$ cat src/event_aggregator_pkg.sv
package event_aggregator_pkg;

  localparam int EV_IDX_W   = 3;
  localparam int NUM_STATUS = 8;
  localparam int COUNT_W    = 16;

  localparam logic [NUM_STATUS-1:0] STATUS_RST = 8'h00;
  localparam logic [COUNT_W-1:0]    COUNT_RST  = 16'h0000;
  localparam logic [COUNT_W-1:0]    COUNT_MAX  = 16'hFFFF;

  typedef enum logic [1:0] {
    DEST_STATUS,
    DEST_SPLIT,
    DEST_COUNT,
    DEST_EXT
  } dest_t;

  typedef struct packed {
    dest_t                dest;
    logic [EV_IDX_W-1:0]  idx;
  } event_t;

  typedef enum logic [1:0] {
    SPLIT_IDLE,
    SPLIT_FIRST,
    SPLIT_SECOND
  } split_state_t;

endpackage

$ cat src/event_counter.sv
`timescale 1ns/10ps
`default_nettype none
module event_counter
  import event_aggregator_pkg::*;
#(
  parameter int WIDTH = COUNT_W
) (
  input  wire logic             clk_sys,
  input  wire logic             rst_n,
  input  wire logic             inc_valid,
  output logic                  inc_ready,
  input  wire logic             dec_valid,
  output logic                  dec_ready,
  output logic                  out_valid,
  input  wire logic             out_ready,
  output logic [WIDTH-1:0]      count
);

  logic             taken_inc;
  logic             taken_dec;
  logic [WIDTH-1:0] next_count;

  // Both ports stall while a transition event waits
  assign inc_ready = !out_valid;
  assign dec_ready = !out_valid;
  assign taken_inc = inc_valid && inc_ready;
  assign taken_dec = dec_valid && dec_ready;

  // Saturates rather than wrapping, so a wrap cannot fake a transition
  always_comb begin
    next_count = count;
    if (taken_inc && !taken_dec && count != WIDTH'(COUNT_MAX)) begin
      next_count = count + WIDTH'(1);
    end else if (taken_dec && !taken_inc && count != WIDTH'(COUNT_RST)) begin
      next_count = count - WIDTH'(1);
    end
  end

  always_ff @(posedge clk_sys) begin
    if (!rst_n) begin
      count <= WIDTH'(COUNT_RST);
    end else begin
      count <= next_count;
    end
  end

  always_ff @(posedge clk_sys) begin
    if (!rst_n) begin
      out_valid <= 1'b0;
    end else if (out_valid && out_ready) begin
      out_valid <= 1'b0;
    end else if ((count == WIDTH'(COUNT_RST)) != (next_count == WIDTH'(COUNT_RST))) begin
      out_valid <= 1'b1;
    end
  end
endmodule
`default_nettype wire

$ cat src/event_aggregator.sv
`timescale 1ns/10ps
`default_nettype none
module event_aggregator
  import event_aggregator_pkg::*;
(
  input  wire logic                  clk_sys,
  input  wire logic                  rst_n,
  input  wire logic                  ev_in_valid,
  input  wire event_t                ev_in,
  output logic                       ev_in_ready,
  output logic                       ev_out_valid,
  output event_t                     ev_out,
  input  wire logic                  ev_out_ready,
  input  wire event_t                split_route_a,
  input  wire event_t                split_route_b,
  input  wire event_t                count_route,
  input  wire logic [NUM_STATUS-1:0] status_clear,
  output logic [NUM_STATUS-1:0]      irq,
  input  wire logic                  count_dec,
  output logic [COUNT_W-1:0]         count_value,
  output logic                       route_error
);

  split_state_t split_state;
  logic         in_full;
  event_t       in_ev;
  logic         out_free;
  logic         cnt_out_valid;
  logic         cnt_in_ready;
  logic         dec_pending;
  logic         dec_ready;
  logic         split_busy;
  event_t       split_ev;
  logic         cnt_bad_route;
  logic         gnt_cnt;
  logic         gnt_split;
  logic         gnt_in;
  logic         win_valid;
  event_t       win_ev;
  logic         win_status;
  logic         win_split;
  logic         win_count;
  logic         win_ext;
  logic         next_in_full;

  // Whether the sink named by an event can take it this cycle
  function automatic logic sink_ok(input event_t e, input split_state_t st,
                                   input logic cnt_rdy, input logic ext_rdy);
    logic ok;
    ok = 1'b0;
    unique case (e.dest)
      DEST_STATUS: ok = 1'b1; // Status never blocks, so paths can unwind
      DEST_SPLIT:  ok = (st == SPLIT_IDLE);
      DEST_COUNT:  ok = cnt_rdy;
      DEST_EXT:    ok = ext_rdy;
    endcase
    return ok;
  endfunction

  assign out_free   = !ev_out_valid || ev_out_ready;
  assign split_busy = (split_state != SPLIT_IDLE);
  assign split_ev   = (split_state == SPLIT_FIRST) ? split_route_a : split_route_b;

  // A counter event aimed at the splitter is dropped and flagged
  assign cnt_bad_route = (count_route.dest == DEST_SPLIT);

  // Downstream outputs first, so pending events drain before new input
  assign gnt_cnt   = cnt_out_valid
                     && (cnt_bad_route
                         || sink_ok(count_route, split_state, cnt_in_ready, out_free));
  assign gnt_split = !gnt_cnt && split_busy
                     && sink_ok(split_ev, split_state, cnt_in_ready, out_free);
  assign gnt_in    = !gnt_cnt && !gnt_split && in_full
                     && sink_ok(in_ev, split_state, cnt_in_ready, out_free);

  assign win_valid = gnt_cnt || gnt_split || gnt_in;
  assign win_ev    = gnt_cnt ? count_route : (gnt_split ? split_ev : in_ev);

  assign win_status = win_valid && win_ev.dest == DEST_STATUS;
  assign win_split  = win_valid && win_ev.dest == DEST_SPLIT && !gnt_cnt;
  assign win_count  = win_valid && win_ev.dest == DEST_COUNT;
  assign win_ext    = win_valid && win_ev.dest == DEST_EXT;

  // Single-entry input hold; ready is registered to keep the port a flop
  assign next_in_full = (in_full && !gnt_in) || (ev_in_valid && ev_in_ready);

  always_ff @(posedge clk_sys) begin
    if (!rst_n) begin
      in_full     <= 1'b0;
      ev_in_ready <= 1'b0;
    end else begin
      in_full     <= next_in_full;
      ev_in_ready <= !next_in_full;
    end
  end

  always_ff @(posedge clk_sys) begin
    if (!rst_n) begin
      in_ev <= '0;
    end else if (ev_in_valid && ev_in_ready) begin
      in_ev <= ev_in;
    end
  end

  // Status bits: set wins over a same-cycle clear
  always_ff @(posedge clk_sys) begin
    if (!rst_n) begin
      irq <= STATUS_RST;
    end else begin
      for (int i = 0; i < NUM_STATUS; i++) begin
        if (win_status && win_ev.idx == EV_IDX_W'(i)) begin
          irq[i] <= 1'b1;
        end else if (status_clear[i]) begin
          irq[i] <= 1'b0;
        end
      end
    end
  end

  // Splitter refuses further split events until both outputs leave
  always_ff @(posedge clk_sys) begin
    if (!rst_n) begin
      split_state <= SPLIT_IDLE;
    end else begin
      unique case (split_state)
        SPLIT_IDLE:   if (win_split) split_state <= SPLIT_FIRST;
        SPLIT_FIRST:  if (gnt_split) split_state <= SPLIT_SECOND;
        SPLIT_SECOND: if (gnt_split) split_state <= SPLIT_IDLE;
        default:      split_state <= SPLIT_IDLE;
      endcase
    end
  end

  always_ff @(posedge clk_sys) begin
    if (!rst_n) begin
      ev_out_valid <= 1'b0;
      ev_out       <= '0;
    end else if (win_ext) begin
      ev_out_valid <= 1'b1;
      ev_out       <= win_ev;
    end else if (ev_out_ready) begin
      ev_out_valid <= 1'b0;
    end
  end

  // Software decrement request is held until the counter takes it
  always_ff @(posedge clk_sys) begin
    if (!rst_n) begin
      dec_pending <= 1'b0;
    end else if (count_dec) begin
      dec_pending <= 1'b1;
    end else if (dec_ready) begin
      dec_pending <= 1'b0;
    end
  end

  always_ff @(posedge clk_sys) begin
    if (!rst_n) begin
      route_error <= 1'b0;
    end else begin
      route_error <= gnt_cnt && cnt_bad_route;
    end
  end

  event_counter #(
    .WIDTH (COUNT_W)
  ) u_counter (
    .clk_sys   (clk_sys),
    .rst_n     (rst_n),
    .inc_valid (win_count),
    .inc_ready (cnt_in_ready),
    .dec_valid (dec_pending),
    .dec_ready (dec_ready),
    .out_valid (cnt_out_valid),
    .out_ready (gnt_cnt),
    .count     (count_value)
  );
endmodule
`default_nettype wire

$ cat config.mk
export PLATFORM = sky130hd
export DESIGN_NAME = event_aggregator
export DESIGN_NICKNAME = d
export VERILOG_FILES = /design/src/event_aggregator_pkg.sv /design/src/event_counter.sv /design/src/event_aggregator.sv
export SDC_FILE = /design/constraint.sdc
export NUM_CORES = 1
export LEC_CHECK = 0
export BUFFER_PORTS_ARGS = -buffer_cell sky130_fd_sc_hd__buf_2
export CAP_MARGIN = 5
export CORE_ASPECT_RATIO = 0.8
export CORE_MARGIN = 5
export CORE_UTILIZATION = 54
export CTS_CLUSTER_DIAMETER = 150
export CTS_CLUSTER_SIZE = 30
export DETAILED_ROUTE_END_ITERATION = 10
export PLACE_DENSITY = 0.81
export SLEW_MARGIN = 25
export SYNTH_ARGS = -nofsm -noshare
export SYNTH_HDL_FRONTEND = slang
export SYNTH_SLANG_ARGS = --single-unit
$ cat constraint.sdc
create_clock -name clk_sys -period 3.9 [get_ports clk_sys]
set_input_delay 0.39 -clock clk_sys [delete_from_list [all_inputs] [get_ports clk_sys]]
set_output_delay 0.39 -clock clk_sys [all_outputs]
set_load 0.05 [all_outputs]
== Word-level counts from Yosys, hierarchy flattened ==
Index checks and enable logic that the tools add are counted.

* Bitwise gates (word level): 1
* Muxes and demuxes: 32
* Add/subtract/negate cells: 2
* Eq/ne operators: 27
* Reductions and logical operators: 63

{| class="wikitable"
|+ Operators by type and width
! operator !! number
|-
| $logic_not 16->1 || 2
|-
| $mux 16 || 2
|-
| $logic_and 1x1->1 || 29
|-
| $mux 1 || 20
|-
| $reduce_bool 2->1 || 10
|-
| $eq 2x2->1 const B || 9
|-
| $add 16x1->16 const B || 1
|-
| $ne 16x16->1 const B || 1
|-
| $reduce_bool 16->1 || 1
|-
| $sub 16x1->16 const B || 1
|-
| $mux 5 || 3
|-
| $eq 3x3->1 const B || 4
|-
| $pmux 1 s4 || 3
|-
| $eq 2x1->1 const B || 5
|-
| $logic_not 2->1 || 5
|-
| $logic_not 1->1 || 8
|-
| $ne 2x2->1 const B || 4
|-
| $eq 3x2->1 const B || 2
|-
| $mux 2 || 3
|-
| $pmux 2 s3 || 1
|-
| $logic_or 1x1->1 || 5
|-
| $eq 3x1->1 const B || 1
|-
| $logic_not 3->1 || 1
|-
| $reduce_and 3->1 || 1
|-
| 3 further kinds || 3
|}

* Logic and storage cells: 145
* Register bits: 42
* Input bits: 33
* Output and inout port bits: 32

== Longest topological paths before layout ==
Gate-level depths: netlist of run 1.

* Depth after elaboration: 22
* Mapped depth: 13

== By module ==
From an unflattened synthesis of run 1, not the netlist that was laid out.

* Cell total of the unflattened synthesis: 351
* Area total of the unflattened synthesis: 2890.3 um^2

{| class="wikitable"
|+ By module, submodules not included
! module !! cells each !! sequential area each (um^2) !! times used !! area each (um^2)
|-
| event_counter || 199 || 340.3 || 1 || 1531.5
|-
| event_aggregator || 152 || 500.5 || 1 || 1358.8
|}

== Least setup slack after synthesis of run 1 ==
No wires, ideal clock.

* Path kind: reg-to-reg
* From: reg u_counter.count[0]
* To: reg u_counter.out_valid
* Period minus slack after synthesis: 3378 ps
* Setup time: 122 ps
* Cell stages (with the launch flop): 13
* Setup slack: 522 ps
* Arrival time: 3256 ps
* Cells stage by stage: dfxtp_1 inv_1 ha_1 nor2b_1 a311oi_2 nand2_1 or4_1 mux2i_1 xor2_1 nor4_1 nand4_1 o21a_1 o311a_1

* Word-level cells in the longest chain between the ends: 6
* Elaborated cells between the ends (all ways): 11

{| class="wikitable"
|+ Ends and longest elaborated chain
! element !! RTL line !! text
|-
| from (decl) || event_counter.sv:16 || <nowiki>output logic [WIDTH-1:0] count</nowiki>
|-
| from (signal assigned) || event_counter.sv:41 || <nowiki>count <= WIDTH'(COUNT_RST);</nowiki>
|-
| from (signal assigned) || event_counter.sv:43 || <nowiki>count <= next_count;</nowiki>
|-
| branches (longest 5 deep; another with $sub 16x1->16) || - ||
|-
| $ne 1x1->1 (*) || event_counter.sv:52 || <nowiki>end else if ((count == WIDTH'(COUNT_RST)) != (next_count == WIDTH'(COUNT_RST))) begin</nowiki>
|-
| to (signal assigned) || event_counter.sv:49 || <nowiki>out_valid <= 1'b0;</nowiki>
|-
| to (signal assigned) || event_counter.sv:51 || <nowiki>out_valid <= 1'b0;</nowiki>
|-
| to (signal assigned) || event_counter.sv:53 || <nowiki>out_valid <= 1'b1;</nowiki>
|-
| to (decl) || event_counter.sv:14 || <nowiki>output logic out_valid,</nowiki>
|}

Mark *: on every way between the ends.
A chain may end at the register's enable or synchronous reset.

== Worst setup path in the final report of run 1 ==
* From: reg u_counter.out_valid
* To: reg u_counter.out_valid

* Word-level cells in the longest chain between the ends: 21
* Elaborated cells between the ends (all ways): 33

{| class="wikitable"
|+ Ends and longest elaborated chain
! element
|-
| branches (longest 21 deep; another with $mux 5)
|}

Parallel ways; which one is timed is not known.

==> out/qor.csv, run 1 <==
stage,metric,value,unit
outcome,status,"finished, final reports clean",
cts,H-tree levels,2,
detailed_routing,Detailed Route WL,6780,microns
logic_synthesis,register area share after synthesis,32.0,%
detailed_routing,antenna violation net count after detailed routing,0,
final_layout,multi-input logic area,1660,sq um
power_and_ir_drop,P_leak,1.31,nW
logic_synthesis,multiplexer share of the synthesized area,5.34,%
cts,Post-CTS Setup Bufs,0,
setup_path,CP Max Fanout,15,
global_routing,GR Util All Layers,22.2,%
logic_synthesis,Synth Area in Simple Gates,31.8,%
setup_path,crit path kind,reg -> reg,
power_and_ir_drop,Psw,1.20,mW
cts,hold buffers post-CTS,0,
hold_path,Hold Path Sink,dec_pending,
power_and_ir_drop,Comb power frac,59.0,%
global_routing,number of global-route vias before repair,2346,
final_layout,fin cells,444,
die,Initial Util,56.4,%
cts,clock root buffer,clkbuf_8,
logic_synthesis,Synth cell types,64,
placed_design,Port Buf Inserts,64,
setup_path,Worst R2R End,u_counter.out_valid,
detailed_routing,vias,2570,
sta,final period utilization,88.0,%
logic_synthesis,Syn Inst Count,320,
cts,clk sinks,42,
power_and_ir_drop,sequential share of power,28.3,%
cts,insertion delay to the later sink of the worst-skew pair,300,ps
final_layout,diodes inserted,0,
setup_path,"setup slack, reg-to-reg",470,ps
detailed_routing,Starting DRT DRC Count,227,
setup_path,Required @ worst endpoint,4100,ps
power_and_ir_drop,Int Pwr,1.17,mW
placed_design,GP Congestion,0.944,
cts,CTS Buf Count,5,
logic_synthesis,Mapped Nets,356,
logic_synthesis,adder-cell share of the synthesized area,1.43,%
logic_synthesis,Syn Std Cell Area,2620,sq um
global_routing,initial antenna violation count,0,
setup_path,Worst Reg2Reg Path Length in Cells,11,
cts,# resized after CTS,0,
final_layout,"commonest non-fill, non-tap cell in the layout",buf_2,
sta,"Slew Viols, Final",0,
sta,Final Setup Violations,0,
final_layout,Fill cells,408,
power_and_ir_drop,power per standard cell area,775,nW/um^2
final_layout,Final Util,65.7,%
setup_path,WP data arrival,3630,ps
die,FP Rows,22,
run,Max-cap violations,0,
final_layout,share of cells above drive strength 1,25.3,%
die,Placeable Area,4650,sq um
die,DIE AREA,6360,sq um
logic_synthesis,XOR/XNOR share of the synthesized area,5.01,%
logic_synthesis,ys async rst share,0,%
logic_synthesis,Synth Area in Compound Gates,19.6,%
hold_path,Worst Hold Depth,3,
die,Die Span Y,72.3,microns
cts,Clock Path Buffers,2,
final_layout,nets,419,
sta,pin slew with the least headroom to its limit,765,ps
logic_synthesis,ys flop type,dfxtp_1,
final_layout,most frequent cells in the layout,"buf_2, dfxtp_1, nor2_1",
hold_path,Hold/Removal Path Class,in -> reg,
setup_path,CP Capture Type,flip-flop,
detailed_routing,DR vias/cell,5.79,
cts,TritonCTS clock tree,done,
sta,unrepaired setup endpoints after global routing,no,
die,I/O pin count,65,
logic_synthesis,main combinational cell family by area after synthesis,simple AND/OR/NAND/NOR gates,
placed_design,placed cell count,436,
final_layout,final instance area,3060,sq um
final_layout,Storage cell area,841,sq um
hold_path,hold_sp,count_dec,
die,die width,87.9,microns
detailed_routing,# DRC,0,
global_routing,first-pass GRT wire length,11300,microns
placed_design,Placed Area,2960,sq um
sta,slew margin rel.,49.0,%
detailed_routing,Wirelength per Cell,15.3,microns
global_routing,grt total ovfl,0,
power_and_ir_drop,clock share of power,12.7,%
global_routing,largest net degree at the start of global routing,25,
sta,Final min period,3430,ps
power_and_ir_drop,Net Sw Frac,50.6,%
final_layout,Area Growth Syn to Fin,16.5,%
placed_design,HPWL after DPL,5130,microns
sta,Max Freq,291,MHz
sta,Hold Fails Final Rpt,0,
detailed_routing,1st-pass router iterations,4,
cts,"Reg clk slew, reported paths",80,ps
logic_synthesis,Synth Register Bits,42,
setup_path,reg-to-reg startpoint,u_counter.out_valid,
setup_path,Startpoint Class,flip-flop,
logic_synthesis,"EDFF count, synth",0,
logic_synthesis,Synth Warn #,0,
sta,Clock Skew,7.32,ps
logic_synthesis,mean post-synth cell area,8.20,sq um
power_and_ir_drop,Max VDD drop,527,uV
sta,total negative slack,0,ps
registers in the layout (all words and copies together) (netlist names):
name / flops
dec_pending: 1
ev_in_ready: 1
ev_out: 5
ev_out_valid: 1
in_ev: 5
in_full: 1
irq: 8
route_error: 1
split_state: 2
u_counter.count: 16
u_counter.out_valid: 1
logic make-up (layout without fill, tap and decap cells):
logic type	after synthesis	after routing
AOI/OAI and AO/OA	68	68
adders and majority gates	3	3
xor gates and xnor gates	15	15
buffers and inverters	26	90
muxes	14	14
and+or+nand+nor	152	152
DFF	42	42
how the worst max path moves through the flow:
stage                                   start  cells past startpoint                  end  slack, ps
after floorplan            u_counter.count[0]                     12  u_counter.out_valid        520
after global placement       split_route_a[4]                     12  u_counter.out_valid        550
after detailed placement  u_counter.out_valid                     11  u_counter.out_valid        510
after CTS                 u_counter.out_valid                     11  u_counter.out_valid        490
after global routing       u_counter.count[0]                     12  u_counter.out_valid        190
final                     u_counter.out_valid                     11  u_counter.out_valid        470
cell type report:
cell class                 count  area share (%)
clock inverter                 2           0.409
tap                           60            2.46
clock buffer                   6            2.70
multi-input combinational    252            54.2
sequential                    42            27.5
inverter                      18            2.21
timing repair buffer          64            10.5
critical path, cell delays in order, from the launching register on:
cell and delay [ps]:
dfxtp_1 630, nand2_1 120, o21ai_2 360, a211o_1 230, nand2_4 80, a21oi_4 470, o32ai_2 190, a32oi_2 260
xnor2_1 100, or3_1 430, o21a_1 190, o311a_1 270
per-stage QoR:
| stage | power (mW) | hold slack [ps] | worst slack, ps |
|---|---|---|---|
| CTS | 2.35 | 314 | 491 |
| global route | 2.51 | 340 | 190 |
| global placement | 2.02 | 433 | 550 |
| detailed placement | 2.05 | 436 | 511 |
| finish | 2.37 | 318 | 467 |
| floorplan | 1.75 | 433 | 522 |
power groups by stage:
stage | clock network (mW) | registers (mW) | logic [mW]
floorplan | 0 | 0.877 | 0.876
CTS | 0.308 | 0.665 | 1.38
global route | 0.321 | 0.689 | 1.50
detailed placement | 0 | 0.674 | 1.37
global placement | 0 | 0.673 | 1.35
finish | 0.301 | 0.671 | 1.40
layer usage:
layer | GRT usage [%] | vias to the layer above | part of all wire (%)
met5 | 0 | - | 0
met4 | 5.62 | 0 | 0.69
met3 | 5.56 | 7 | 9.0
met2 | 32.1 | 116 | 42
met1 | 32.8 | 1178 | 49
li1 | - | 1269 | -
cell usage after synthesis, types with 3 or more instances:
cell	instances	share of area, %
nand2b_1	5	1.2
nand3_1	15	2.9
a21oi_1	28	5.3
mux2i_1	14	5.3
xor2_1	8	2.7
nor2_1	36	5.2
ha_1	3	1.4
and3_1	5	1.2
nor3_1	6	1.1
or4_1	4	1.1
or2_2	4	0.95
buf_6	3	1.3
xnor2_1	7	2.3
clkbuf_1	3	0.43
nor4_1	4	0.95
nand2_1	28	4.0
inv_1	18	2.6
and2_1	18	4.3
dfxtp_1	42	32
nand4_1	6	1.4
nor2b_1	3	0.72
a211oi_1	4	1.1
o21ai_0	6	1.1
Power figures use the tool's default switching activity.
==> inputs of run 2 (changes only) <==
Settings changed: CORE_ASPECT_RATIO 0.8 to not set.
==> out/qor.csv, run 2 (same netlist as run 1, synthesis figures left out) <==
stage,metric,value,unit,change
outcome,status,"finished, final reports clean",,
final_layout,diodes inserted,0,,unchanged
setup_path,CP top delay family,compound AO/OA/AOI/OAI gates,,
setup_path,Critical Path Max Stage Delay,650,ps,+20 ps
sta,pin slew with the least headroom to its limit,710,ps,-54.1 ps
sta,Max Freq,287,MHz,-1.6%
sta,Final min period,3490,ps,+55.5 ps
final_layout,nets,420,,+0.24%
setup_path,reg-to-reg startpoint,u_counter.out_valid,,
setup_path,"setup slack, reg-to-reg",410,ps,-60 ps
final_layout,fin cells,452,,+1.8%
sta,"Slew Viols, Final",0,,unchanged
final_layout,Area Growth Syn to Fin,16.8,%,
cts,Post-CTS Setup Bufs,0,,unchanged
placed_design,GP Congestion,0.913,,-3.3%
sta,Clock Skew,11.1,ps,+3.77 ps
placed_design,Port Buf Inserts,64,,unchanged
detailed_routing,# DRC,0,,unchanged
sta,Fin Hold WS,302,ps,-15.7 ps
hold_path,Hold Path Sink,dec_pending,,
detailed_routing,Wirelength per Cell,14.7,microns,-3.8%
cts,CTS Buf Count,5,,unchanged
die,DIE AREA,6350,sq um,-0.13%
setup_path,crit path kind,reg -> reg,,
cts,clk sinks,42,,unchanged
final_layout,max reg flops,16,,unchanged
die,FP Rows,25,,+14%
global_routing,grt total ovfl,0,,unchanged
die,Die Span Y,79.7,microns,+10%
cts,insertion delay to the later sink of the worst-skew pair,300,ps,about the same
cts,Clock Path Buffers,2,,unchanged
sta,final period utilization,89.4,%,+1.4 points
placed_design,HPWL after DPL,5100,microns,-0.61%
sta,final worst slack,412,ps,-55.5 ps
sta,Final Setup Violations,0,,unchanged
setup_path,Worst path slowest cell,dfxtp_1,,
setup_path,Startpoint Class,flip-flop,,
final_layout,Largest regs,"u_counter.count (16), irq (8)",,
sta,slew margin rel.,52.6,%,+3.6 points
setup_path,Buffers & Inverters on Critical Path,0,,unchanged
hold_path,Hold/Removal Path Class,in -> reg,,
detailed_routing,metal3 WL,522,microns,-15%
global_routing,number of global-route vias before repair,2303,,-1.8%
setup_path,Worst Reg2Reg Path Length in Cells,11,,unchanged
final_layout,largest reg by FF count,u_counter.count,,
die,die width,79.7,microns,-9.4%
detailed_routing,vias,2547,,-0.89%
cts,TritonCTS clock tree,done,,
power_and_ir_drop,total power,2.35,mW,-0.83%
detailed_routing,DR vias/cell,5.63,,-2.6%
setup_path,CP Max Fanout,15,,unchanged
cts,clock root buffer,clkbuf_8,,
power_and_ir_drop,P_leak,1.31,nW,+0.25%
cts,hold buffers post-CTS,0,,unchanged
global_routing,largest net degree at the start of global routing,25,,unchanged
final_layout,final instance area,3060,sq um,+0.25%
setup_path,CP Capture Type,flip-flop,,
final_layout,most frequent cells in the layout,"buf_2, dfxtp_1, nor2_1",,
power_and_ir_drop,Max VDD drop,405,uV,-23%
cts,"Reg clk slew, reported paths",90,ps,about the same
placed_design,Setup WS pre-CTS,532,ps,+21.1 ps
detailed_routing,Detailed Route WL,6640,microns,-2.1%
cts,# resized after CTS,0,,unchanged
detailed_routing,Starting DRT DRC Count,137,,-40%
detailed_routing,1st-pass router iterations,4,,unchanged
final_layout,Final Util,64.9,%,-0.83 points
global_routing,initial antenna violation count,0,,unchanged
final_layout,Fill cells,429,,+5.1%
cts,H-tree levels,2,,unchanged
detailed_routing,antenna violation net count after detailed routing,0,,unchanged
detailed_routing,uppermost layer routed,met4,,
run,Max-cap violations,0,,unchanged
placed_design,placed cell count,444,,+1.8%
setup_path,crit path cell chain,"nand2b_1, o21ai_2, a211o_1, nand2_4, a21oi_4, mux2i_1, xor2_1, nor4_2, nand4_1, o21a_1, o311a_1",,
die,Initial Util,55.5,%,-0.85 points
power_and_ir_drop,power per standard cell area,767,nW/um^2,-1.1%
detailed_routing,DR WL met2,3020,microns,+6.7%
setup_path,Worst R2R End,u_counter.out_valid,,
placed_design,Placed Area,2980,sq um,+0.55%
global_routing,first-pass GRT wire length,10800,microns,-4.6%
hold_path,Worst Hold Depth,3,,unchanged
sta,Hold Fails Final Rpt,0,,unchanged
setup_path,WP data arrival,3690,ps,+60 ps
die,I/O pin count,65,,unchanged
hold_path,hold_sp,count_dec,,
detailed_routing,met1 WL,2970,microns,-9.9%
setup_path,Required @ worst endpoint,4100,ps,about the same
die,Placeable Area,4720,sq um,+1.5%
sta,total negative slack,0,ps,unchanged
final_layout,"commonest non-fill, non-tap cell in the layout",buf_2,,
final_layout,share of cells above drive strength 1,25.2,%,-0.066 points
global_routing,GR Util All Layers,21.3,%,-0.89 points
sta,unrepaired setup endpoints after global routing,no,,
run 2: layout make-up:
type                    count  area, sq um  share of cell area, %
multi-input cells         252         1660                   54.1
flip-flops and latches     42          841                   27.4
repair buffers             65          328                   10.7
well taps                  67         83.8                   2.74
clock buffers               6         72.6                   2.37
inverters                  18         67.6                   2.20
clock inverters             2         13.8                  0.449
run 2: where the power goes:
part / total, mW / internal [mW] / switching [mW]
combinational: 1.41 / 0.518 / 0.888
clock: 0.284 / 0.127 / 0.157
sequential: 0.660 / 0.516 / 0.145
run 2: how the worst max path moves through the flow:
| stage | from | endpoint | slack [ps] | cells past startpoint |
|---|---|---|---|---|
| global route | u_counter.out_valid | u_counter.out_valid | 220 | 11 |
| finish | u_counter.out_valid | u_counter.out_valid | 410 | 11 |
| detailed placement | split_route_a[4] | u_counter.out_valid | 530 | 12 |
| global placement | u_counter.out_valid | u_counter.out_valid | 550 | 11 |
| CTS | u_counter.out_valid | u_counter.out_valid | 410 | 11 |
| floorplan | u_counter.count[0] | u_counter.out_valid | 520 | 12 |
run 2: worst reg2reg max path: cells and delay by family, from the launching register on:
family / cells / cell delay, ps
AOI/OAI and AO/OA: 5 / 1440
and+or+nand+nor: 4 / 900
DFF: 1 / 650
muxes: 1 / 290
xor gates and xnor gates: 1 / 120
run 2: metal layers:
metal  vias up  global-route usage [%]
met5         -                       0
met4         0                    8.08
met3        16                    4.63
met2       109                    33.0
met1      1155                    28.9
li1       1267                       -
==> inputs of run 3 (changes only) <==
Settings changed: CELL_PAD_IN_SITES_DETAIL_PLACEMENT set to 1, CELL_PAD_IN_SITES_GLOBAL_PLACEMENT set to 1, CORE_UTILIZATION 54 to 39, PLACE_DENSITY 0.81 to not set, PLACE_DENSITY_LB_ADDON set to 0.1.
==> out/qor.csv, run 3 (same netlist as run 1, synthesis figures left out) <==
stage,metric,value,unit,change
die,FP Rows,29,,+16%
sta,slew margin rel.,47.1,%,-5.5 points
setup_path,Critical Path End,u_counter.out_valid,,
placed_design,Port Buf Inserts,64,,unchanged
setup_path,crit path from,u_counter.out_valid,,
setup_path,WP data arrival,3710,ps,+20 ps
setup_path,crit path cell chain,"nand2_1, o21ai_2, a211o_1, nand2_4, a21oi_4, mux2i_1, xor2_1, nor4_1, nand4_1, o21a_1, o311a_1",,
final_layout,nets,420,,unchanged
setup_path,Worst R2R End,u_counter.out_valid,,
setup_path,Critical Path Max Stage Delay,650,ps,about the same
cts,# resized after CTS,0,,unchanged
final_layout,Largest regs,"u_counter.count (16), irq (8)",,
setup_path,CP top delay family,compound AO/OA/AOI/OAI gates,,
detailed_routing,1st-pass router iterations,4,,unchanged
die,DIE AREA,8470,sq um,+33%
setup_path,crit path kind,reg -> reg,,
die,I/O pin count,65,,unchanged
detailed_routing,Wirelength per Cell,17.0,microns,+16%
final_layout,Fill cells,843,,+97%
sta,final worst slack,390,ps,-22.1 ps
sta,Fin Hold WS,304,ps,+1.38 ps
sta,final period utilization,90.0,%,+0.57 points
cts,insertion delay to the later sink of the worst-skew pair,300,ps,about the same
die,Die Span Y,92.0,microns,+15%
power_and_ir_drop,power per standard cell area,779,nW/um^2,+1.6%
power_and_ir_drop,sequential share of power,28.1,%,about the same
final_layout,Area Growth Syn to Fin,17.5,%,
final_layout,Storage cell area,841,sq um,unchanged
power_and_ir_drop,Psw,1.22,mW,+2.8%
cts,clock root buffer,clkbuf_8,,
setup_path,Buffers & Inverters on Critical Path,0,,unchanged
power_and_ir_drop,Net Sw Frac,50.9,%,+0.28 points
sta,unrepaired setup endpoints after global routing,no,,
final_layout,largest reg by FF count,u_counter.count,,
cts,Post-CTS Setup Bufs,0,,unchanged
global_routing,first-pass GRT wire length,13000,microns,+21%
cts,hold buffers post-CTS,0,,unchanged
power_and_ir_drop,Max VDD drop,442,uV,+9.2%
placed_design,Setup WS pre-CTS,448,ps,-84.2 ps
sta,pin slew with the least headroom to its limit,793,ps,+82.5 ps
setup_path,CP Capture Type,flip-flop,,
cts,H-tree levels,2,,unchanged
sta,Clock Skew,9.07,ps,-2.02 ps
power_and_ir_drop,Comb power frac,59.7,%,about the same
placed_design,Placed Area,2990,sq um,+0.42%
hold_path,Hold/Removal Path Class,in -> reg,,
power_and_ir_drop,Int Pwr,1.18,mW,+1.6%
detailed_routing,Starting DRT DRC Count,136,,-0.73%
setup_path,Startpoint Class,flip-flop,,
setup_path,CP Max Fanout,15,,unchanged
sta,total negative slack,0,ps,unchanged
sta,Hold Fails Final Rpt,0,,unchanged
final_layout,multi-input logic area,1660,sq um,unchanged
outcome,status,"finished, final reports clean",,
die,Placeable Area,6460,sq um,+37%
cts,clk sinks,42,,unchanged
final_layout,most frequent cells in the layout,"buf_2, dfxtp_1, nor2_1",,
cts,"Reg clk slew, reported paths",80,ps,about the same
final_layout,"commonest non-fill, non-tap cell in the layout",buf_2,,
final_layout,share of cells above drive strength 1,25.2,%,unchanged
setup_path,Worst Reg2Reg Path Length in Cells,11,,unchanged
detailed_routing,vias,2544,,-0.12%
global_routing,largest net degree at the start of global routing,25,,unchanged
detailed_routing,Detailed Route WL,7840,microns,+18%
placed_design,HPWL after DPL,6150,microns,+21%
final_layout,max reg flops,16,,unchanged
detailed_routing,DR vias/cell,5.51,,-2.3%
detailed_routing,antenna violation net count after detailed routing,0,,unchanged
setup_path,Worst path slowest cell,dfxtp_1,,
global_routing,initial antenna violation count,0,,unchanged
setup_path,"setup slack, reg-to-reg",390,ps,-20 ps
detailed_routing,# DRC,0,,unchanged
setup_path,CP Depth,11,,unchanged
global_routing,number of global-route vias before repair,2626,,+14%
cts,Clock Path Buffers,2,,unchanged
final_layout,final instance area,3080,sq um,+0.57%
setup_path,Required @ worst endpoint,4100,ps,about the same
run,Max-cap violations,0,,unchanged
power_and_ir_drop,clock share of power,12.2,%,about the same
placed_design,GP Congestion,0.837,,-8.3%
cts,CTS Buf Count,5,,unchanged
power_and_ir_drop,P_leak,1.32,nW,+0.23%
sta,Max Freq,285,MHz,-0.63%
global_routing,GR Util All Layers,18.9,%,-2.4 points
sta,Final Setup Violations,0,,unchanged
global_routing,grt total ovfl,0,,unchanged
cts,TritonCTS clock tree,done,,
sta,"Slew Viols, Final",0,,unchanged
sta,Final min period,3510,ps,+22.1 ps
die,die width,92.0,microns,+15%
final_layout,diodes inserted,0,,unchanged
setup_path,reg-to-reg startpoint,u_counter.out_valid,,
power_and_ir_drop,total power,2.40,mW,+2.2%
die,Initial Util,40.6,%,-15 points
==> run 3: routing by layer <==
layer | routed length, microns | up-vias | global-route usage [%]
met3 | 381 | 8 | 2.86
met2 | 3650 | 55 | 30.8
li1 | - | 1264 | -
met4 | 91 | 0 | 5.69
met5 | 0 | - | 0
met1 | 3720 | 1217 | 25.9
==> run 3: metrics by stage <==
step	util, %	instances
after detailed placement	46.3	454
after floorplan	-	320
final	47.7	462
after global routing	47.7	462
after CTS	47.7	462
after global placement	46.3	454
==> run 3: how the worst min path moves through the flow <==
| stage | slack, ps | cells after the start | to | startpoint |
|---|---|---|---|---|
| after floorplan | 430 | 2 | in_ev[2] | in_ev[2] |
| after global placement | 430 | 2 | ev_out[4] | ev_out[4] |
| after detailed placement | 440 | 2 | ev_out[3] | ev_out[3] |
| after CTS | 310 | 3 | dec_pending | count_dec |
| after global routing | 310 | 3 | dec_pending | count_dec |
| final | 300 | 3 | dec_pending | count_dec |
==> run 3: power groups by stage <==
stage / combinational [mW] / sequential, mW / clock, mW
2_1_floorplan: 0.876 / 0.877 / 0
3_3_place_gp: 1.38 / 0.677 / 0
3_5_place_dp: 1.41 / 0.682 / 0
4_1_cts: 1.43 / 0.673 / 0.306
5_1_grt: 1.54 / 0.694 / 0.326
6_report: 1.43 / 0.674 / 0.294
==> run 3: area by class of cell <==
type                    instances  share of cell area, %
clock buffers                   7                   2.80
well taps                      77                   3.13
multi-input cells             252                   53.8
inverters                      18                   2.19
clock inverters                 1                  0.162
repair buffers                 65                   10.6
flip-flops and latches         42                   27.3
==> run 3: worst register-to-register path: stages, from the launching register on <==
cell	delay, ps
dfxtp_1	650
nand2_1	130
o21ai_2	370
a211o_1	240
nand2_4	90
a21oi_4	480
mux2i_1	310
xor2_1	120
nor4_1	340
nand4_1	190
o21a_1	220
o311a_1	270
